<file path="src/common/sleep_seq_pkg.sv">
// Package holding timing counts and state codes for the sleep-state power sequencer.
package sleep_seq_pkg;

  // Reference clock rate.
  localparam int unsigned REF_CLK_MHZ          = 100;
  localparam int unsigned REF_CLK_PERIOD_NS    = 1000 / REF_CLK_MHZ;

  // Asynchronous-response limits in nanoseconds.
  localparam int unsigned STANDBY_ASSERT_MAX_NS = 50;
  localparam int unsigned CORE_SLEEP_MAX_NS     = 50;
  localparam int unsigned STRAP_RELEASE_MAX_NS  = 180;
  localparam int unsigned CPU_RESET_MAX_NS      = 110;
  localparam int unsigned STRAP_RELEASE_CYC     = STRAP_RELEASE_MAX_NS / REF_CLK_PERIOD_NS;
  localparam int unsigned CPU_RESET_CYC         = CPU_RESET_MAX_NS / REF_CLK_PERIOD_NS;

  // Bus reset timing in microseconds; 0.9 ms to 1.1 ms window, aim at 1.0 ms.
  localparam int unsigned CLOCKS_VALID_MIN_US  = 500;
  localparam int unsigned CORE_POWER_GOOD_RESET_MIN_US   = 900;
  localparam int unsigned CORE_POWER_GOOD_RESET_MAX_US   = 1100;
  localparam int unsigned CORE_POWER_GOOD_RESET_NOM_US   = 1000;
  localparam int unsigned CORE_POWER_GOOD_RESET_CYC      = CORE_POWER_GOOD_RESET_NOM_US * REF_CLK_MHZ;
  localparam int unsigned CLOCKS_VALID_CYC     = CLOCKS_VALID_MIN_US * REF_CLK_MHZ;

  // Counts in slow-clock ticks (real-time clock or PCI clock).
  localparam int unsigned RSM_RELEASE_TICKS    = 2;
  localparam int unsigned STOP_CLOCK_N_TICKS         = 2;
  localparam int unsigned STRAP_LEAD_TICKS     = 2;
  localparam int unsigned SLEEP_ACK_TICKS      = 4;
  localparam int unsigned SUS_TO_RESET_TICKS   = 2;
  localparam int unsigned RESET_TO_S3_TICKS    = 1;
  localparam int unsigned WAKE_TO_S3_TICKS     = 2;
  localparam int unsigned S3_TO_S5_TICKS       = 1;
  localparam int unsigned S5_TO_S3_TICKS       = 2;

  localparam int unsigned TICK_W               = 4;
  localparam int unsigned CNT_W                = 24;

  // Sequencer states.
  typedef enum logic [3:0] {
    ST_RESUME_RST = 4'h0,
    ST_RSM_WAIT   = 4'h1,
    ST_SUSPENDED  = 4'h2,
    ST_CORE_WAIT  = 4'h3,
    ST_BUS_RESET  = 4'h4,
    ST_STOP_CLOCK_N     = 4'h5,
    ST_STRAP      = 4'h6,
    ST_RUN        = 4'h7,
    ST_SLP_SUS    = 4'h8,
    ST_SLP_BUS    = 4'h9,
    ST_SLEEP_STATE3_N     = 4'hA,
    ST_SLEEP_STATE5_N     = 4'hB,
    ST_WAKE_S5    = 4'hC,
    ST_WAKE_S3    = 4'hD
  } seq_state_t;

endpackage : sleep_seq_pkg

</file>
<file path="src/rtl/sleep_state_power_sequencer.sv">
`timescale 1ns/1ps
// Sleep-state and reset sequencer driving sleep, suspend, bus reset and processor control outputs.
//
// What this block does
// - Sleep outputs and bus reset asserted within 50 ns of standby supply good.
// - S3 sleep output released 1 to 4 RTC clocks after resume reset release.
// - S5 sleep output released 1 to 4 RTC clocks after resume reset release.
// - Suspend status released 1 to 4 RTC clocks after resume reset release.
// - Processor sleep released within 50 ns of core supply good.
// - Bus reset held at least 500 us after clocks become valid.
// - Bus reset released 0.9 to 1.1 ms after core power good.
// - Stop-clock released 1 to 4 PCI clocks after bus reset release.
// - Frequency straps valid from 4 PCI clocks before to 4 after bus reset edge.
// - Straps stop being driven within 180 ns after second post-reset cycle.
// - Processor reset released within 110 ns after second post-reset cycle.
// - Processor sleep asserted within 8 PCI clocks of a stop-grant cycle with a sleep or soft-off request.
// - Suspend status asserted within 1 RTC clock after processor sleep.
// - Bus reset asserted 2 to 3 RTC clocks after suspend status in sleep entry.
// - S3 sleep asserted 1 to 2 RTC clocks after bus reset in sleep entry.
// - S3 sleep released 2 to 3 RTC clocks after a wake event.
// - S5 sleep asserted 1 to 2 RTC clocks after S3 sleep on soft-off entry.
// - S3 sleep released 2 to 3 RTC clocks after S5 sleep on soft-off exit.
// - Resume reset and core power good each drive a well isolation enable.
module sleep_state_power_sequencer
  import sleep_seq_pkg::*;
#(
  parameter int unsigned CORE_POWER_GOOD_RESET_CYCLES = sleep_seq_pkg::CORE_POWER_GOOD_RESET_CYC,
  parameter int unsigned CLOCKS_VALID_CYCLES = sleep_seq_pkg::CLOCKS_VALID_CYC,
  parameter int unsigned STRAP_W            = 4
)
(
  // Clock and reset
  input  wire logic               ref_clk,
  input  wire logic               rst,
  // Slow clocks, sampled as levels
  input  wire logic               rtc_clk,
  input  wire logic               pci_clk,
  // Board power inputs
  input  wire logic               resume_well_reset_n,
  input  wire logic               core_power_good,
  input  wire logic               clocks_valid,
  // Processor and bus events
  input  wire logic               stop_grant,
  input  wire logic               second_cycle,
  input  wire logic               sleep_request,
  input  wire logic               soft_off_request,
  input  wire logic               wake_event,
  input  wire logic [STRAP_W-1:0] strap_value,
  // Sleep and reset outputs
  output logic                    sleep_state3_n,
  output logic                    sleep_state5_n,
  output logic                    suspend_status_n,
  output logic                    pci_bus_reset_n,
  output logic                    processor_sleep_n,
  output logic                    stop_clock_n,
  output logic                    processor_reset_n,
  // Frequency straps toward processor
  output logic [STRAP_W-1:0]      strap_out,
  output logic [STRAP_W-1:0]      strap_oe,
  // Well isolation enables
  output logic                    rtc_resume_isolate,
  output logic                    resume_main_isolate
);
  import sleep_seq_pkg::*;

  initial
  begin
    if (CORE_POWER_GOOD_RESET_CYCLES < 2 || CORE_POWER_GOOD_RESET_CYCLES >= (1 << CNT_W))
      $error("CORE_POWER_GOOD_RESET_CYCLES out of range");
    if (CLOCKS_VALID_CYCLES < 1 || CLOCKS_VALID_CYCLES >= (1 << CNT_W))
      $error("CLOCKS_VALID_CYCLES out of range");
    if (STRAP_W < 1)
      $error("STRAP_W must be positive");
  end

  typedef struct packed {
    seq_state_t         state;
    logic [CNT_W-1:0]   pwr_cnt;
    logic [CNT_W-1:0]   clk_cnt;
    logic [TICK_W-1:0]  ticks;
    logic [7:0]         fast_cnt;
    logic               s3_n;
    logic               s5_n;
    logic               sus_n;
    logic               bus_rst_n;
    logic               cpu_slp_n;
    logic               stop_clock_n_n;
    logic               cpu_rst_n;
    logic               strap_en;
    logic [STRAP_W-1:0] strap;
    logic               to_soft_off;
  } seq_regs_t;

  localparam seq_regs_t REGS_RESET = '{
    state: ST_RESUME_RST, pwr_cnt: '0, clk_cnt: '0, ticks: '0, fast_cnt: '0,
    s3_n: 1'b0, s5_n: 1'b0, sus_n: 1'b0, bus_rst_n: 1'b0, cpu_slp_n: 1'b0,
    stop_clock_n_n: 1'b0, cpu_rst_n: 1'b0, strap_en: 1'b0, strap: '0, to_soft_off: 1'b0
  };

  localparam logic [CNT_W-1:0] PWR_LAST = CNT_W'(CORE_POWER_GOOD_RESET_CYCLES - 1);
  localparam logic [CNT_W-1:0] CLK_LAST = CNT_W'(CLOCKS_VALID_CYCLES - 1);

  seq_regs_t seq_r;
  seq_regs_t seq_nxt;
  logic      rtc_tick;
  logic      pci_tick;
  logic      clk_done;

  tick_edge u_rtc_tick (
    .ref_clk  (ref_clk),
    .rst      (rst),
    .slow_clk (rtc_clk),
    .tick     (rtc_tick)
  );

  tick_edge u_pci_tick (
    .ref_clk  (ref_clk),
    .rst      (rst),
    .slow_clk (pci_clk),
    .tick     (pci_tick)
  );

  assign clk_done = (seq_r.clk_cnt == CLK_LAST);

  always_comb
  begin
    seq_nxt = seq_r;
    // Clocks-valid time is counted independently so both bus reset minimums hold.
    if (!clocks_valid)
      seq_nxt.clk_cnt = '0;
    else if (!clk_done)
      seq_nxt.clk_cnt = seq_r.clk_cnt + CNT_W'(1);
    case (seq_r.state)
      ST_RESUME_RST:
      begin
        seq_nxt       = REGS_RESET;
        seq_nxt.state = ST_RSM_WAIT;
      end
      ST_RSM_WAIT:
      begin
        if (rtc_tick)
        begin
          seq_nxt.ticks = seq_r.ticks + TICK_W'(1);
          if (seq_r.ticks == TICK_W'(RSM_RELEASE_TICKS - 1))
          begin
            seq_nxt.s3_n  = 1'b1;
            seq_nxt.s5_n  = 1'b1;
            seq_nxt.sus_n = 1'b1;
            seq_nxt.ticks = '0;
            seq_nxt.state = ST_CORE_WAIT;
          end
        end
      end
      ST_CORE_WAIT:
      begin
        seq_nxt.pwr_cnt = '0;
        if (core_power_good)
        begin
          seq_nxt.cpu_slp_n = 1'b1;
          seq_nxt.state     = ST_BUS_RESET;
        end
      end
      ST_BUS_RESET:
      begin
        seq_nxt.pwr_cnt = seq_r.pwr_cnt + CNT_W'(1);
        // Straps are put out a few PCI clocks ahead of the bus reset edge.
        if (seq_r.pwr_cnt >= PWR_LAST - CNT_W'(STRAP_LEAD_TICKS * 4 * REF_CLK_MHZ / 33))
        begin
          seq_nxt.strap_en = 1'b1;
          seq_nxt.strap    = strap_value;
        end
        if (seq_r.pwr_cnt >= PWR_LAST && clk_done)
        begin
          seq_nxt.bus_rst_n = 1'b1;
          seq_nxt.ticks     = '0;
          seq_nxt.state     = ST_STOP_CLOCK_N;
        end
      end
      ST_STOP_CLOCK_N:
      begin
        if (pci_tick)
        begin
          seq_nxt.ticks = seq_r.ticks + TICK_W'(1);
          if (seq_r.ticks == TICK_W'(STOP_CLOCK_N_TICKS - 1))
          begin
            seq_nxt.stop_clock_n_n = 1'b1;
            seq_nxt.state    = ST_STRAP;
          end
        end
      end
      ST_STRAP:
      begin
        seq_nxt.fast_cnt = '0;
        if (second_cycle)
        begin
          seq_nxt.cpu_rst_n = 1'b1;
          seq_nxt.strap_en  = 1'b0;
          seq_nxt.state     = ST_RUN;
        end
      end
      ST_RUN:
      begin
        seq_nxt.ticks = '0;
        if (stop_grant && (sleep_request || soft_off_request))
        begin
          seq_nxt.cpu_slp_n   = 1'b0;
          seq_nxt.to_soft_off = soft_off_request;
          seq_nxt.state       = ST_SLP_SUS;
        end
      end
      ST_SLP_SUS:
      begin
        if (rtc_tick)
        begin
          seq_nxt.sus_n = 1'b0;
          seq_nxt.ticks = '0;
          seq_nxt.state = ST_SLP_BUS;
        end
      end
      ST_SLP_BUS:
      begin
        if (rtc_tick)
        begin
          seq_nxt.ticks = seq_r.ticks + TICK_W'(1);
          if (seq_r.ticks == TICK_W'(SUS_TO_RESET_TICKS - 1))
          begin
            seq_nxt.bus_rst_n = 1'b0;
            seq_nxt.stop_clock_n_n  = 1'b0;
            seq_nxt.cpu_rst_n = 1'b0;
            seq_nxt.ticks     = '0;
            seq_nxt.state     = ST_SLEEP_STATE3_N;
          end
        end
      end
      ST_SLEEP_STATE3_N:
      begin
        if (rtc_tick)
        begin
          seq_nxt.ticks = seq_r.ticks + TICK_W'(1);
          if (seq_r.ticks == TICK_W'(RESET_TO_S3_TICKS - 1))
          begin
            seq_nxt.s3_n  = 1'b0;
            seq_nxt.ticks = '0;
            seq_nxt.state = seq_r.to_soft_off ? ST_SLEEP_STATE5_N : ST_SUSPENDED;
          end
        end
      end
      ST_SLEEP_STATE5_N:
      begin
        if (rtc_tick)
        begin
          seq_nxt.s5_n  = 1'b0;
          seq_nxt.ticks = '0;
          seq_nxt.state = ST_SUSPENDED;
        end
      end
      ST_SUSPENDED:
      begin
        // A wake is taken on any cycle in this state without waiting for a tick; a wake before this state is reached is not held and is lost.
        if (wake_event)
        begin
          seq_nxt.ticks = '0;
          seq_nxt.state = seq_r.s5_n ? ST_WAKE_S3 : ST_WAKE_S5;
        end
      end
      ST_WAKE_S5:
      begin
        if (rtc_tick)
        begin
          seq_nxt.s5_n  = 1'b1;
          seq_nxt.state = ST_WAKE_S3;
        end
      end
      ST_WAKE_S3:
      begin
        if (rtc_tick)
        begin
          seq_nxt.ticks = seq_r.ticks + TICK_W'(1);
          if (seq_r.ticks == TICK_W'(WAKE_TO_S3_TICKS - 1))
          begin
            seq_nxt.s3_n  = 1'b1;
            seq_nxt.sus_n = 1'b1;
            seq_nxt.ticks = '0;
            seq_nxt.state = ST_CORE_WAIT;
          end
        end
      end
      default:
        seq_nxt = REGS_RESET;
    endcase
    // Losing core power in bus reset, stop-clock or strap drops back to waiting with the bus held in reset.
    if (!core_power_good && seq_r.state inside {ST_BUS_RESET, ST_STOP_CLOCK_N, ST_STRAP})
    begin
      seq_nxt.state     = ST_CORE_WAIT;
      seq_nxt.bus_rst_n = 1'b0;
      seq_nxt.strap_en  = 1'b0;
    end
  end

  always_ff @(posedge ref_clk)
  begin
    if (rst || !resume_well_reset_n)
      seq_r <= REGS_RESET;
    else
      seq_r <= seq_nxt;
  end

  // S3 sleep, S5 sleep and bus reset are gated directly by the resume reset so they act within one path delay.
  assign sleep_state3_n      = seq_r.s3_n & resume_well_reset_n;
  assign sleep_state5_n      = seq_r.s5_n & resume_well_reset_n;
  assign pci_bus_reset_n     = seq_r.bus_rst_n & resume_well_reset_n & core_power_good;
  assign suspend_status_n    = seq_r.sus_n;
  // Processor sleep is gated by core power directly, so a supply loss acts within one path delay.
  assign processor_sleep_n   = core_power_good & seq_r.cpu_slp_n;
  assign stop_clock_n        = seq_r.stop_clock_n_n;
  assign processor_reset_n   = seq_r.cpu_rst_n;
  assign strap_out           = seq_r.strap;
  assign strap_oe            = {STRAP_W{seq_r.strap_en}};
  assign rtc_resume_isolate  = ~resume_well_reset_n;
  assign resume_main_isolate = ~core_power_good;

endmodule : sleep_state_power_sequencer

</file>
<file path="src/rtl/tick_edge.sv">
`timescale 1ns/1ps
// Rising-edge detector turning a slow clock level into a one-cycle tick.
module tick_edge (
  // Clock and reset
  input  wire logic ref_clk,
  input  wire logic rst,
  // Slow clock level and tick
  input  wire logic slow_clk,
  output logic      tick
);

  typedef struct packed {
    logic last;
  } tick_state_t;

  tick_state_t st_r;
  tick_state_t st_nxt;

  always_comb
  begin
    st_nxt      = st_r;
    st_nxt.last = slow_clk;
  end

  always_ff @(posedge ref_clk)
  begin
    if (rst)
      st_r <= '0;
    else
      st_r <= st_nxt;
  end

  // The slow clocks are taken as synchronous, so no extra synchroniser is spent here.
  assign tick = slow_clk & ~st_r.last;

endmodule : tick_edge

</file>
<file path="config.mk">
export PLATFORM = sky130hd
export DESIGN_NAME = sleep_state_power_sequencer
export DESIGN_NICKNAME = d
export VERILOG_FILES = /design/src/common/sleep_seq_pkg.sv /design/src/rtl/sleep_state_power_sequencer.sv /design/src/rtl/tick_edge.sv
export SDC_FILE = /design/constraint.sdc
export NUM_CORES = 1
export LEC_CHECK = 0
export ABC_CLOCK_PERIOD_IN_PS = 4400
export BUFFER_PORTS_ARGS = -buffer_cell sky130_fd_sc_hd__clkbuf_2
export CAP_MARGIN = 10
export CORE_UTILIZATION = 35
export CTS_CLUSTER_SIZE = 25
export DETAILED_ROUTE_END_ITERATION = 8
export GPL_TIMING_DRIVEN = 0
export SYNTH_ARGS = -nofsm -noshare
export SYNTH_HDL_FRONTEND = slang
export SYNTH_SLANG_ARGS = --single-unit
export TNS_END_PERCENT = 5
</file>
<file path="constraint.sdc">
create_clock -name ref_clk -period 4.4 [get_ports ref_clk]
set_input_delay 0.44 -clock ref_clk [delete_from_list [all_inputs] [get_ports ref_clk]]
set_output_delay 0.44 -clock ref_clk [all_outputs]
set_load 0.02 [all_outputs]
</file>
==> flow_results.xml, run 1 <==
<?xml version="1.0" encoding="UTF-8"?>
<metrics>
  <group name="global_routing">
    <metric name="globalRouteTotalUtil" unit="%">17.9</metric>
    <metric name="pin_count_of_the_biggest_net_entering_global_routing" unit="">12</metric>
    <metric name="globalRoute.busiestLayer" unit="">met2</metric>
    <metric name="met2_usage_in_global_routing" unit="%">28.0</metric>
    <metric name="first_pass_grt_wire_length" unit="mm">16.3</metric>
    <metric name="grt_overflow" unit="">0</metric>
    <metric name="global_route.usage.met1" unit="%">24.1</metric>
    <metric name="grt.met3_usage" unit="%">3.57</metric>
    <metric name="via_count_of_the_first_global_routing_pass" unit="">3373</metric>
    <metric name="antenna_violations_before_repair" unit="">0</metric>
  </group>
  <group name="floorplanning">
    <metric name="design.core.area" unit="um^2">10800</metric>
    <metric name="effective_utilization_at_floorplan" unit="%">35.9</metric>
    <metric name="top_level_pins" unit="">33</metric>
    <metric name="floorplan.die.height" unit="um">107</metric>
    <metric name="fp-row-count" unit="">38</metric>
    <metric name="dieWidth" unit="um">107</metric>
    <metric name="die_area" unit="um^2">11500</metric>
  </group>
  <group name="synth">
    <metric name="synthesized_area_divided_by_synthesized_cell_count" unit="um^2">7.99</metric>
    <metric name="main_combinational_cell_family_by_area_after_synthesis" unit="">simple AND/OR/NAND/NOR gates</metric>
    <metric name="synth_warnings" unit="">0</metric>
    <metric name="synth_cell_type_count" unit="">60</metric>
    <metric name="async_reset_ff_share" unit="%">0</metric>
    <metric name="synth_adder_area_share" unit="%">1.61</metric>
    <metric name="synth_enable_flop_cells" unit="">0</metric>
    <metric name="synthesis.area" unit="um^2">3890</metric>
    <metric name="synth_sequential_area_ratio" unit="%">36.5</metric>
    <metric name="synth_area_in_simple_gates" unit="%">30.4</metric>
    <metric name="synthesis.nets" unit="">508</metric>
    <metric name="synth_compound_area_share" unit="%">15.9</metric>
    <metric name="yosys.area_share.xor_xnor" unit="%">8.33</metric>
    <metric name="yosys_register_bits" unit="">71</metric>
    <metric name="postSynthCellCount" unit="">487</metric>
    <metric name="synth_ff_type" unit="">sky130_fd_sc_hd__dfxtp_1</metric>
    <metric name="synth.mux.area_fraction" unit="%">2.09</metric>
  </group>
  <group name="cells_and_area">
    <metric name="layoutNonFillerInstCount" unit="">675</metric>
    <metric name="final_layout_net_count" unit="">551</metric>
    <metric name="antenna-diode-count" unit="">0</metric>
    <metric name="final_area" unit="um^2">4420</metric>
    <metric name="final_core_util" unit="%">40.8</metric>
    <metric name="area.growth.synth_to_final" unit="%">13.5</metric>
    <metric name="post_route_cells_drive_above_1_share" unit="%">11.6</metric>
  </group>
  <group name="routing">
    <metric name="route.vias.total" unit="">3662</metric>
    <metric name="post_drt_via_cell_ratio" unit="">5.43</metric>
    <metric name="route.detailed.wl_per_inst" unit="um">14.4</metric>
    <metric name="residual_drc" unit="">0</metric>
    <metric name="drt_wl_total" unit="mm">9.73</metric>
    <metric name="ant_nets" unit="">0</metric>
    <metric name="drt_iter0_drc" unit="">210</metric>
    <metric name="firstDrtPassIters" unit="">5</metric>
  </group>
  <group name="pwr">
    <metric name="power.total" unit="mW">1.30</metric>
    <metric name="power.leakage" unit="nW">1.60</metric>
    <metric name="power.density" unit="nW/um^2">294</metric>
    <metric name="power.ir.vdd_worst" unit="mV">0.158</metric>
  </group>
  <group name="clock_network">
    <metric name="hold_buffers" unit="">0</metric>
    <metric name="cts.sink_count" unit="">71</metric>
    <metric name="cts-resized-gates" unit="">0</metric>
    <metric name="clk_transition_reported_paths" unit="ns">0.08</metric>
    <metric name="maximum_buffer_depth_of_the_clock_tree" unit="">2</metric>
    <metric name="tritoncts" unit="">built</metric>
    <metric name="clkLatencyLatePin" unit="ns">0.36</metric>
    <metric name="ctsRootBufferMaster" unit="">sky130_fd_sc_hd__clkbuf_8</metric>
    <metric name="cts.htree.levels" unit="">3</metric>
    <metric name="numCtsBuffers" unit="">9</metric>
    <metric name="cts_setup_buffers" unit="">0</metric>
  </group>
  <group name="worst_setup_path">
    <metric name="worstPathMaxFanout" unit="">9</metric>
    <metric name="crit_family" unit="">simple AND/OR/NAND/NOR gates</metric>
    <metric name="critical_path_class" unit="">reg2reg</metric>
    <metric name="worstSetupPathDepth" unit="">6</metric>
    <metric name="ff2ff_path_depth" unit="">6</metric>
    <metric name="crit_path_start_kind" unit="">register</metric>
    <metric name="critical_path_required" unit="ns">4.65</metric>
    <metric name="end_kind" unit="">register</metric>
    <metric name="worst_ep_arrival_time" unit="ns">2.92</metric>
    <metric name="worst_path_max_delay_cell" unit="">sky130_fd_sc_hd__nor3_1</metric>
    <metric name="crit_path_max_cell_delay" unit="ns">0.55</metric>
    <metric name="critical_path_buf_inv_count" unit="">0</metric>
    <metric name="critical_path.most_common_cell" unit="">sky130_fd_sc_hd__nor3_1</metric>
    <metric name="timing.critical_path.cells" unit="">nor2b_1 &gt; nand2_1 &gt; nor3_1 &gt; a211o_1 &gt; nor3_1 &gt; a311oi_1</metric>
  </group>
  <group name="status">
    <metric name="status" unit="">completed</metric>
  </group>
  <group name="placement">
    <metric name="dpl_cell_area" unit="um^2">4230</metric>
    <metric name="place.detailed.hpwl" unit="mm">7.06</metric>
    <metric name="port-buffer-count" unit="">32</metric>
    <metric name="placed_cells_incl_taps" unit="">659</metric>
    <metric name="finalWeightedCongestion" unit="">0.926</metric>
  </group>
  <group name="sta">
    <metric name="unrepaired_setup_endpoints_after_global_routing" unit="">no</metric>
    <metric name="finalHoldViolations" unit="">0</metric>
    <metric name="clock_skew" unit="ns">0.00865</metric>
    <metric name="finalCriticalPeriod" unit="ns">2.67</metric>
    <metric name="setup_viol" unit="">0</metric>
    <metric name="max_slew_margin" unit="%">43.5</metric>
    <metric name="max_slew.worst_pin.slew" unit="ns">0.845</metric>
    <metric name="final_max_slew_viol_count" unit="">0</metric>
    <metric name="maxClockFrequency" unit="GHz">0.375</metric>
    <metric name="finalCritPeriodShare" unit="%">60.6</metric>
    <metric name="final.setup.tns" unit="ns">0</metric>
  </group>
  <group name="flow_run">
    <metric name="max-cap-violations" unit="">0</metric>
  </group>
  <group name="worst_hold_path">
    <metric name="worstHoldPathType" unit="">in2reg</metric>
    <metric name="hold_depth" unit="">2</metric>
  </group>
</metrics>
-- per-stage QoR --
stage	setup WS, ns	hold WS, ns
detailed placement	1.74	0.455
CTS	1.72	0.276
global placement	1.78	0.443
finish	1.73	0.290
global route	1.52	0.272
floorplan	2.05	0.432
-- sequential cells by signal, indices dropped and copies added, names as in the netlist --
signal / cells
processor_reset_n: 1
stop_clock_n: 1
strap_out: 4
u_pci_tick.st_r: 1
strap_oe: 1
suspend_status_n: 1
seq_r: 61
u_rtc_tick.st_r: 1
-- kinds of logic after synthesis --
kind of cell    count (synthesis)
simple gates                  227
flops                          71
buf+inv                        45
compound gates                 94
xor+xnor                       37
mux                             8
fa+ha+maj                       5
-- cells in the final DEF (no fill, tap or decap), drive strengths merged, types with 6 or more instances in the layout --
cell / Yosys / final
dfxtp: 71 / 71
nor2: 70 / 70
clkbuf: 16 / 61
nand2: 32 / 32
a21oi: 32 / 32
xor2: 22 / 22
nand3: 19 / 19
nor3: 18 / 18
inv: 17 / 17
and3: 16 / 16
xnor2: 15 / 15
or3: 15 / 15
o21ai: 15 / 15
buf: 12 / 12
nor2b: 9 / 9
nand4: 8 / 8
mux2i: 7 / 7
and2: 6 / 6
nor4: 6 / 6
-- final timing paths --
path / from / to / slack, ns
hold reg to reg: seq_r[11]$_SDFFE_PP0P_ / seq_r[11]$_SDFFE_PP0P_ / 0.46
hold / removal: rst / u_rtc_tick.st_r$_SDFF_PP0_ / 0.29
setup / recovery: seq_r[75]$_SDFFE_PP0P_ / seq_r[73]$_SDFFE_PP0P_ / 1.73
setup reg to reg: seq_r[75]$_SDFFE_PP0P_ / seq_r[73]$_SDFFE_PP0P_ / 1.73
-- report_power, final --
group	internal [mW]	switching (mW)
clock network	0.277	0.252
registers	0.647	0.00397
logic	0.0419	0.0775
-- routing by layer --
metal  share of wire (%)  up-vias
met2                  45      137
met3                 6.4       16
li1                    -     1816
met1                  47     1693
met5                   0        -
met4                 2.4        0
-- worst register-to-register path, cell delays in order, from the launching register on --
cell,delay [ns]
sky130_fd_sc_hd__dfxtp_1,0.39
sky130_fd_sc_hd__nor2b_1,0.55
sky130_fd_sc_hd__nand2_1,0.31
sky130_fd_sc_hd__nor3_1,0.55
sky130_fd_sc_hd__a211o_1,0.36
sky130_fd_sc_hd__nor3_1,0.09
sky130_fd_sc_hd__a311oi_1,0.31
-- area by class of cell --
cell class / count / area, um^2
sequential: 71 / 1420
tap: 140 / 175
clock inverter: 3 / 42.5
clock buffer: 13 / 149
timing repair buffer: 32 / 160
inverter: 17 / 63.8
fill: 1133 / 6420
buffer: 28 / 135
multi-input combinational: 371 / 2270
-- Yosys cell counts, types with 5 or more instances --
library cell / count / area (um^2)
sky130_fd_sc_hd__buf_4: 8 / 60.1
sky130_fd_sc_hd__o21ai_0: 15 / 75.1
sky130_fd_sc_hd__nand2_1: 32 / 120
sky130_fd_sc_hd__nor3b_1: 5 / 37.5
sky130_fd_sc_hd__nand3_1: 19 / 95.1
sky130_fd_sc_hd__ha_1: 5 / 62.6
sky130_fd_sc_hd__and2_1: 6 / 37.5
sky130_fd_sc_hd__nand2b_1: 5 / 31.3
sky130_fd_sc_hd__clkbuf_1: 16 / 60.1
sky130_fd_sc_hd__a21oi_1: 32 / 160
sky130_fd_sc_hd__dfxtp_1: 71 / 1420
sky130_fd_sc_hd__nor2b_1: 9 / 56.3
sky130_fd_sc_hd__nor2_1: 70 / 263
sky130_fd_sc_hd__and3_1: 16 / 100
sky130_fd_sc_hd__nor4_1: 5 / 31.3
sky130_fd_sc_hd__xnor2_1: 15 / 131
sky130_fd_sc_hd__inv_1: 16 / 60.1
sky130_fd_sc_hd__nand4_1: 8 / 50.1
sky130_fd_sc_hd__or3_1: 15 / 93.8
sky130_fd_sc_hd__xor2_1: 22 / 193
sky130_fd_sc_hd__mux2i_1: 7 / 70.1
sky130_fd_sc_hd__nor3_1: 18 / 90.1
Note: power is estimated with default switching activity, not from simulation.
==> inputs of run 2 (changes only) <==
--- a/config.mk
+++ b/config.mk
@@ -5,7 +5,7 @@
 export SDC_FILE = /design/constraint.sdc
 export NUM_CORES = 1
 export LEC_CHECK = 0
-export ABC_CLOCK_PERIOD_IN_PS = 4400
+export ABC_CLOCK_PERIOD_IN_PS = 2750
 export BUFFER_PORTS_ARGS = -buffer_cell sky130_fd_sc_hd__clkbuf_2
 export CAP_MARGIN = 10
 export CORE_UTILIZATION = 35
==> constraint.sdc (replaced) <==
create_clock -name ref_clk -period 2.75 [get_ports ref_clk]
set_input_delay 0.275 -clock ref_clk [delete_from_list [all_inputs] [get_ports ref_clk]]
set_output_delay 0.275 -clock ref_clk [all_outputs]
set_load 0.02 [all_outputs]
==> flow_results.xml, run 2 (synthesis gave the netlist of run 1 again) <==
<?xml version="1.0" encoding="UTF-8"?>
<metrics>
  <group name="sta">
    <metric name="clock_skew" unit="ns">0.00784</metric>
    <metric name="final_max_slew_viol_count" unit="">0</metric>
    <metric name="finalCriticalPeriod" unit="ns">2.59</metric>
    <metric name="finalHoldViolations" unit="">0</metric>
    <metric name="max_slew.worst_pin.slew" unit="ns">0.830</metric>
    <metric name="maxClockFrequency" unit="GHz">0.387</metric>
    <metric name="final.setup.tns" unit="ns">0</metric>
    <metric name="max_slew_margin" unit="%">44.4</metric>
    <metric name="unrepaired_setup_endpoints_after_global_routing" unit="">no</metric>
    <metric name="setup_viol" unit="">0</metric>
    <metric name="finalCritPeriodShare" unit="%">94.1</metric>
  </group>
  <group name="cells_and_area">
    <metric name="antenna-diode-count" unit="">0</metric>
    <metric name="multi_input_area" unit="um^2">2290</metric>
    <metric name="largest_register_ff_count" unit="">61</metric>
    <metric name="post_route_cells_drive_above_1_share" unit="%">12.7</metric>
    <metric name="most-common-layout-cells" unit="">sky130_fd_sc_hd__dfxtp_1 (71), sky130_fd_sc_hd__nor2_1 (70), sky130_fd_sc_hd__clkbuf_2 (35), sky130_fd_sc_hd__nand2_1 (32), sky130_fd_sc_hd__a21oi_1 (32)</metric>
    <metric name="final_layout_net_count" unit="">551</metric>
    <metric name="final_common_cell" unit="">sky130_fd_sc_hd__dfxtp_1</metric>
    <metric name="regArea" unit="um^2">1420</metric>
    <metric name="registers.top_by_ff_count" unit="">seq_r</metric>
    <metric name="area.growth.synth_to_final" unit="%">14.1</metric>
    <metric name="final_core_util" unit="%">40.9</metric>
    <metric name="filler_cell_count_in_the_final_layout" unit="">1134</metric>
  </group>
  <group name="routing">
    <metric name="drt_wl_total" unit="mm">9.76</metric>
    <metric name="residual_drc" unit="">0</metric>
    <metric name="post_drt_via_cell_ratio" unit="">5.44</metric>
    <metric name="ant_nets" unit="">0</metric>
    <metric name="route.vias.total" unit="">3669</metric>
    <metric name="firstDrtPassIters" unit="">5</metric>
    <metric name="met3_length" unit="um">596</metric>
    <metric name="drt_met1_wl" unit="mm">4.59</metric>
    <metric name="route.detailed.wl_per_inst" unit="um">14.5</metric>
    <metric name="top_layer" unit="">met4</metric>
    <metric name="drt_iter0_drc" unit="">248</metric>
    <metric name="dr_wl_met2" unit="mm">4.36</metric>
  </group>
  <group name="global_routing">
    <metric name="globalRouteTotalUtil" unit="%">17.9</metric>
    <metric name="antenna_violations_before_repair" unit="">0</metric>
    <metric name="grt_overflow" unit="">0</metric>
    <metric name="first_pass_grt_wire_length" unit="mm">16.3</metric>
    <metric name="pin_count_of_the_biggest_net_entering_global_routing" unit="">12</metric>
    <metric name="via_count_of_the_first_global_routing_pass" unit="">3373</metric>
  </group>
  <group name="floorplanning">
    <metric name="effective_utilization_at_floorplan" unit="%">35.9</metric>
    <metric name="floorplan.die.height" unit="um">107</metric>
    <metric name="dieWidth" unit="um">107</metric>
    <metric name="top_level_pins" unit="">33</metric>
    <metric name="design.core.area" unit="um^2">10800</metric>
    <metric name="die_area" unit="um^2">11500</metric>
    <metric name="fp-row-count" unit="">38</metric>
  </group>
  <group name="worst_hold_path">
    <metric name="worstHoldStart" unit="">rst</metric>
    <metric name="worstHoldPathType" unit="">in2reg</metric>
  </group>
  <group name="pwr">
    <metric name="power.ir.vdd_worst" unit="mV">0.252</metric>
    <metric name="power.leakage" unit="nW">1.61</metric>
    <metric name="power.density" unit="nW/um^2">467</metric>
    <metric name="power.total" unit="mW">2.07</metric>
  </group>
  <group name="clock_network">
    <metric name="cts.sink_count" unit="">71</metric>
    <metric name="tritoncts" unit="">built</metric>
    <metric name="clk_transition_reported_paths" unit="ns">0.08</metric>
    <metric name="ctsRootBufferMaster" unit="">sky130_fd_sc_hd__clkbuf_8</metric>
    <metric name="cts_setup_buffers" unit="">0</metric>
    <metric name="cts.htree.levels" unit="">3</metric>
    <metric name="numCtsBuffers" unit="">9</metric>
    <metric name="hold_buffers" unit="">0</metric>
    <metric name="clkLatencyLatePin" unit="ns">0.35</metric>
    <metric name="maximum_buffer_depth_of_the_clock_tree" unit="">2</metric>
  </group>
  <group name="flow_run">
    <metric name="max-cap-violations" unit="">0</metric>
  </group>
  <group name="worst_setup_path">
    <metric name="worst_setup_path_startpoint" unit="">seq_r[49]$_SDFFE_PP0N_</metric>
    <metric name="crit_path_start_kind" unit="">register</metric>
    <metric name="worst_path_max_delay_cell" unit="">sky130_fd_sc_hd__or4_1</metric>
    <metric name="end_kind" unit="">register</metric>
    <metric name="crit_path_max_cell_delay" unit="ns">0.54</metric>
    <metric name="crit-reg2reg-launch" unit="">seq_r[49]$_SDFFE_PP0N_</metric>
    <metric name="critical_path_required" unit="ns">3.02</metric>
    <metric name="critical_path_buf_inv_count" unit="">0</metric>
    <metric name="worstPathMaxFanout" unit="">7</metric>
    <metric name="critical_path_class" unit="">reg2reg</metric>
    <metric name="timing.critical_path.cells" unit="">ha_1 &gt; and4_1 &gt; nor3_1 &gt; or4b_4 &gt; a211o_1 &gt; or4_1 &gt; a21oi_1</metric>
    <metric name="crit_family" unit="">simple AND/OR/NAND/NOR gates</metric>
    <metric name="worst_ep_arrival_time" unit="ns">2.86</metric>
  </group>
  <group name="status">
    <metric name="status" unit="">completed</metric>
  </group>
  <group name="placement">
    <metric name="port-buffer-count" unit="">32</metric>
    <metric name="finalWeightedCongestion" unit="">0.926</metric>
    <metric name="place.detailed.hpwl" unit="mm">7.06</metric>
  </group>
</metrics>
## run 2: timing repair
action,CTS,global route
endpoints found under the setup margin,0,32
gates resized for setup,0,9
endpoints found under the hold margin,0,0
## run 2: final timing paths
check	endpoint	slack (ns)	cells after the start
max	seq_r[21]$_SDFFE_PP0P_	0.16	7
max reg2reg	seq_r[21]$_SDFFE_PP0P_	0.16	7
min	u_rtc_tick.st_r$_SDFF_PP0_	0.13	2
min reg2reg	seq_r[11]$_SDFFE_PP0P_	0.46	2
## run 2: metrics by stage
stage          hold slack [ns]  instances  setup slack (ns)  area [um^2]
2_1_floorplan            0.347        487             0.404         3890
3_3_place_gp             0.443        659             0.128         4230
3_5_place_dp             0.455        659            0.0890         4230
4_1_cts                  0.111        675            0.0688         4420
5_1_grt                  0.107        675           0.00253         4440
6_report                 0.134        675             0.163         4440
## run 2: cell type report
| type | instances | area share (%) |
|---|---|---|
| Inverter | 17 | 1.44 |
| Tap cell | 140 | 3.95 |
| Multi-Input combinational cell | 371 | 51.5 |
| Sequential cell | 71 | 32.0 |
| Clock inverter | 3 | 0.959 |
| Buffer | 28 | 3.13 |
| Timing Repair Buffer | 32 | 3.61 |
| Clock buffer | 13 | 3.35 |
## run 2: worst register-to-register path: stages (launching register included)
cell and delay [ns]:
sky130_fd_sc_hd__dfxtp_1 0.37, sky130_fd_sc_hd__ha_1 0.22, sky130_fd_sc_hd__and4_1 0.26, sky130_fd_sc_hd__nor3_1 0.06, sky130_fd_sc_hd__or4b_4 0.51, sky130_fd_sc_hd__a211o_1 0.43
sky130_fd_sc_hd__or4_1 0.54, sky130_fd_sc_hd__a21oi_1 0.13
## run 2: power by group
| group | switching (mW) | internal, mW | total, mW | leakage, nW |
|---|---|---|---|---|
| logic | 0.124 | 0.0676 | 0.192 | 0.947 |
| registers | 0.00642 | 1.04 | 1.04 | 0.573 |
| clock network | 0.396 | 0.444 | 0.841 | 0.0936 |
## run 2: per-layer routing
metal | vias to the layer above | GRT usage [%]
li1 | 1812 | -
met5 | - | 0
met4 | 0 | 7.34
met1 | 1716 | 24.1
met3 | 16 | 3.57
met2 | 125 | 28.0
==> inputs of run 3 (changes only) <==
--- a/config.mk
+++ b/config.mk
@@ -5,6 +5,7 @@
 export SDC_FILE = /design/constraint.sdc
 export NUM_CORES = 1
 export LEC_CHECK = 0
+export ABC_AREA = 1
 export ABC_CLOCK_PERIOD_IN_PS = 2750
 export BUFFER_PORTS_ARGS = -buffer_cell sky130_fd_sc_hd__clkbuf_2
 export CAP_MARGIN = 10
==> flow_results.xml, run 3 <==
<?xml version="1.0" encoding="UTF-8"?>
<metrics>
  <group name="clock_network">
    <metric name="cts-resized-gates" unit="">0</metric>
    <metric name="hold_buffers" unit="">0</metric>
    <metric name="cts.htree.levels" unit="">3</metric>
    <metric name="maximum_buffer_depth_of_the_clock_tree" unit="">2</metric>
    <metric name="numCtsBuffers" unit="">9</metric>
    <metric name="tritoncts" unit="">built</metric>
    <metric name="clkLatencyLatePin" unit="ns">0.34</metric>
    <metric name="ctsRootBufferMaster" unit="">sky130_fd_sc_hd__clkbuf_16</metric>
    <metric name="cts.sink_count" unit="">71</metric>
    <metric name="cts_setup_buffers" unit="">0</metric>
    <metric name="clk_transition_reported_paths" unit="ns">0.06</metric>
  </group>
  <group name="routing">
    <metric name="drt_iter0_drc" unit="">296</metric>
    <metric name="drt_wl_total" unit="mm">11.8</metric>
    <metric name="ant_nets" unit="">0</metric>
    <metric name="route.detailed.wl_per_inst" unit="um">12.8</metric>
    <metric name="firstDrtPassIters" unit="">5</metric>
    <metric name="route.vias.total" unit="">4532</metric>
    <metric name="residual_drc" unit="">0</metric>
    <metric name="post_drt_via_cell_ratio" unit="">4.89</metric>
  </group>
  <group name="floorplanning">
    <metric name="design.core.area" unit="um^2">12600</metric>
    <metric name="fp-row-count" unit="">41</metric>
    <metric name="effective_utilization_at_floorplan" unit="%">35.8</metric>
    <metric name="die_area" unit="um^2">13400</metric>
    <metric name="dieWidth" unit="um">116</metric>
    <metric name="top_level_pins" unit="">33</metric>
    <metric name="floorplan.die.height" unit="um">116</metric>
  </group>
  <group name="synth">
    <metric name="postSynthCellCount" unit="">706</metric>
    <metric name="synth_area_in_simple_gates" unit="%">43.4</metric>
    <metric name="yosys.area_share.xor_xnor" unit="%">1.74</metric>
    <metric name="synth.top_cells.by_area" unit="">sky130_fd_sc_hd__dfxtp_1 (31%), sky130_fd_sc_hd__nand2_1 (13%), sky130_fd_sc_hd__nor2_1 (10%)</metric>
    <metric name="synthesis.area" unit="um^2">4520</metric>
    <metric name="async_reset_ff_share" unit="%">0</metric>
    <metric name="synth_top_cell_area_share" unit="%">31.5</metric>
    <metric name="yosys_register_bits" unit="">71</metric>
    <metric name="synthesis.nets" unit="">727</metric>
    <metric name="synth_sequential_area_ratio" unit="%">31.5</metric>
    <metric name="synth_adder_area_share" unit="%">1.38</metric>
    <metric name="synth_most_common_cell" unit="">sky130_fd_sc_hd__nand2_1</metric>
    <metric name="main_combinational_cell_family_by_area_after_synthesis" unit="">simple AND/OR/NAND/NOR gates</metric>
    <metric name="synthesized_area_divided_by_synthesized_cell_count" unit="um^2">6.40</metric>
    <metric name="synth_cell_type_count" unit="">43</metric>
    <metric name="synth_compound_area_share" unit="%">12.0</metric>
    <metric name="synth_enable_flop_cells" unit="">0</metric>
    <metric name="synth.mux.area_fraction" unit="%">0</metric>
    <metric name="synth_top_cell_by_area" unit="">sky130_fd_sc_hd__dfxtp_1</metric>
    <metric name="synth_ff_type" unit="">sky130_fd_sc_hd__dfxtp_1</metric>
    <metric name="post_synth_most_frequent_cells" unit="">sky130_fd_sc_hd__nand2_1 (160), sky130_fd_sc_hd__nor2_1 (121), sky130_fd_sc_hd__inv_1 (85)</metric>
    <metric name="synth_warnings" unit="">0</metric>
  </group>
  <group name="worst_setup_path">
    <metric name="critical_path_class" unit="">reg2reg</metric>
    <metric name="worst_ep_arrival_time" unit="ns">2.48</metric>
    <metric name="worstPathMaxFanout" unit="">9</metric>
    <metric name="crit_path_max_cell_delay" unit="ns">0.62</metric>
    <metric name="timing.critical_path.cells" unit="">buf_4 &gt; nand2_1 &gt; inv_1 &gt; nand2_1 &gt; nand2_1 &gt; inv_1 &gt; nand2_1 &gt; nor4_1 &gt; nand2_1 &gt; nand2_1 &gt; nor2_1</metric>
    <metric name="critical_path.most_common_cell" unit="">sky130_fd_sc_hd__nand2_1</metric>
    <metric name="end_kind" unit="">register</metric>
    <metric name="worst_path_max_delay_cell" unit="">sky130_fd_sc_hd__nor4_1</metric>
    <metric name="critical_path_required" unit="ns">2.99</metric>
    <metric name="crit_path_start_kind" unit="">register</metric>
  </group>
  <group name="sta">
    <metric name="finalCriticalPeriod" unit="ns">2.24</metric>
    <metric name="final.setup.tns" unit="ns">0</metric>
    <metric name="max_slew.worst_pin.slew" unit="ns">0.659</metric>
    <metric name="fin_hold_ws" unit="ns">0.114</metric>
    <metric name="unrepaired_setup_endpoints_after_global_routing" unit="">no</metric>
    <metric name="final_max_slew_viol_count" unit="">0</metric>
    <metric name="finalCritPeriodShare" unit="%">81.4</metric>
    <metric name="setup_viol" unit="">0</metric>
    <metric name="max_slew_margin" unit="%">55.6</metric>
    <metric name="finalHoldViolations" unit="">0</metric>
    <metric name="maxClockFrequency" unit="GHz">0.447</metric>
    <metric name="clock_skew" unit="ns">0.00823</metric>
  </group>
  <group name="worst_hold_path">
    <metric name="worstHoldPathType" unit="">in2reg</metric>
  </group>
  <group name="cells_and_area">
    <metric name="post_route_cells_drive_above_1_share" unit="%">15.8</metric>
    <metric name="multi_input_area" unit="um^2">2640</metric>
    <metric name="regArea" unit="um^2">1420</metric>
    <metric name="registers.top_by_ff_count" unit="">seq_r</metric>
    <metric name="final_common_cell" unit="">sky130_fd_sc_hd__nand2_1</metric>
    <metric name="antenna-diode-count" unit="">0</metric>
    <metric name="area.growth.synth_to_final" unit="%">15.1</metric>
    <metric name="final_layout_net_count" unit="">770</metric>
    <metric name="largest_register_ff_count" unit="">61</metric>
    <metric name="layoutNonFillerInstCount" unit="">926</metric>
    <metric name="most-common-layout-cells" unit="">sky130_fd_sc_hd__nand2_1 (160), sky130_fd_sc_hd__nor2_1 (121), sky130_fd_sc_hd__inv_1 (85), sky130_fd_sc_hd__dfxtp_1 (71), sky130_fd_sc_hd__nand3_1 (57)</metric>
    <metric name="filler_cell_count_in_the_final_layout" unit="">1363</metric>
  </group>
  <group name="global_routing">
    <metric name="grt.met3_usage" unit="%">3.45</metric>
    <metric name="pin_count_of_the_biggest_net_entering_global_routing" unit="">15</metric>
    <metric name="global_route.usage.met1" unit="%">25.4</metric>
    <metric name="via_count_of_the_first_global_routing_pass" unit="">4024</metric>
    <metric name="antenna_violations_before_repair" unit="">0</metric>
    <metric name="first_pass_grt_wire_length" unit="mm">19.4</metric>
    <metric name="globalRoute.busiestLayer" unit="">met2</metric>
    <metric name="globalRouteTotalUtil" unit="%">18.7</metric>
    <metric name="grt_overflow" unit="">0</metric>
    <metric name="met2_usage_in_global_routing" unit="%">28.8</metric>
  </group>
  <group name="status">
    <metric name="status" unit="">completed</metric>
  </group>
  <group name="pwr">
    <metric name="power.density" unit="nW/um^2">802</metric>
    <metric name="power.ir.vdd_worst" unit="mV">0.284</metric>
    <metric name="power.total" unit="mW">4.17</metric>
    <metric name="power.leakage" unit="nW">2.20</metric>
  </group>
  <group name="placement">
    <metric name="port-buffer-count" unit="">32</metric>
    <metric name="placed_cells_incl_taps" unit="">910</metric>
    <metric name="finalWeightedCongestion" unit="">0.971</metric>
    <metric name="place.detailed.hpwl" unit="mm">9.14</metric>
  </group>
  <group name="flow_run">
    <metric name="max-cap-violations" unit="">0</metric>
  </group>
</metrics>
[run 3: cell type report]
cell class              count  area share, %
clock inverters             7           1.56
flip-flops and latches     71           27.3
clock buffers               9           4.33
plain buffers              16           2.12
repair buffers             32           3.08
multi-input cells         527           50.8
inverters                  92           6.66
well taps                 172           4.14
[run 3: final timing paths]
path	start	end	slack, ns	depth (start not counted)
setup / recovery	seq_r[74]$_SDFFE_PP0P_	seq_r[12]$_SDFFE_PP0P_	0.51	11
hold reg to reg	seq_r[0]$_SDFFE_PP0P_	seq_r[0]$_SDFFE_PP0P_	0.46	2
setup reg to reg	seq_r[74]$_SDFFE_PP0P_	seq_r[12]$_SDFFE_PP0P_	0.51	11
hold / removal	rst	u_pci_tick.st_r$_SDFF_PP0_	0.11	2
[run 3: kinds of logic (layout without fill, tap and decap cells)]
| logic type | count (synthesis) | count (layout) |
|---|---|---|
| AOI/OAI and AO/OA | 83 | 83 |
| xor gates and xnor gates | 9 | 9 |
| adders and majority gates | 5 | 5 |
| buffers and inverters | 108 | 156 |
| DFF | 71 | 71 |
| and+or+nand+nor | 430 | 430 |
[run 3: metal layers]
layer	up-vias	part of all wire [%]
met5	-	0
li1	2388	-
met1	2020	49
met4	0	2.6
met3	20	3.7
met2	104	44
[run 3: critical path, delay by kind of cell, from the launching register on]
| kind | cells | cell delay (ns) |
|---|---|---|
| and+or+nand+nor | 8 | 1.47 |
| buffers and inverters | 3 | 0.36 |
| DFF | 1 | 0.30 |
[run 3: metrics by stage]
stage / worst slack, ns / instance area [um^2] / utilization [%]
global placement: 0.541 / 4890 / 38.8
CTS: 0.637 / 5200 / 41.2
global route: 0.400 / 5200 / 41.2
finish: 0.512 / 5200 / 41.2
detailed placement: 0.518 / 4890 / 38.8
floorplan: 1.06 / 4520 / -
[run 3: power breakdown]
| part | total, mW | internal, mW | switching, mW |
|---|---|---|---|
| clock | 1.20 | 0.711 | 0.485 |
| sequential | 1.20 | 1.12 | 0.0822 |
| combinational | 1.77 | 0.562 | 1.21 |
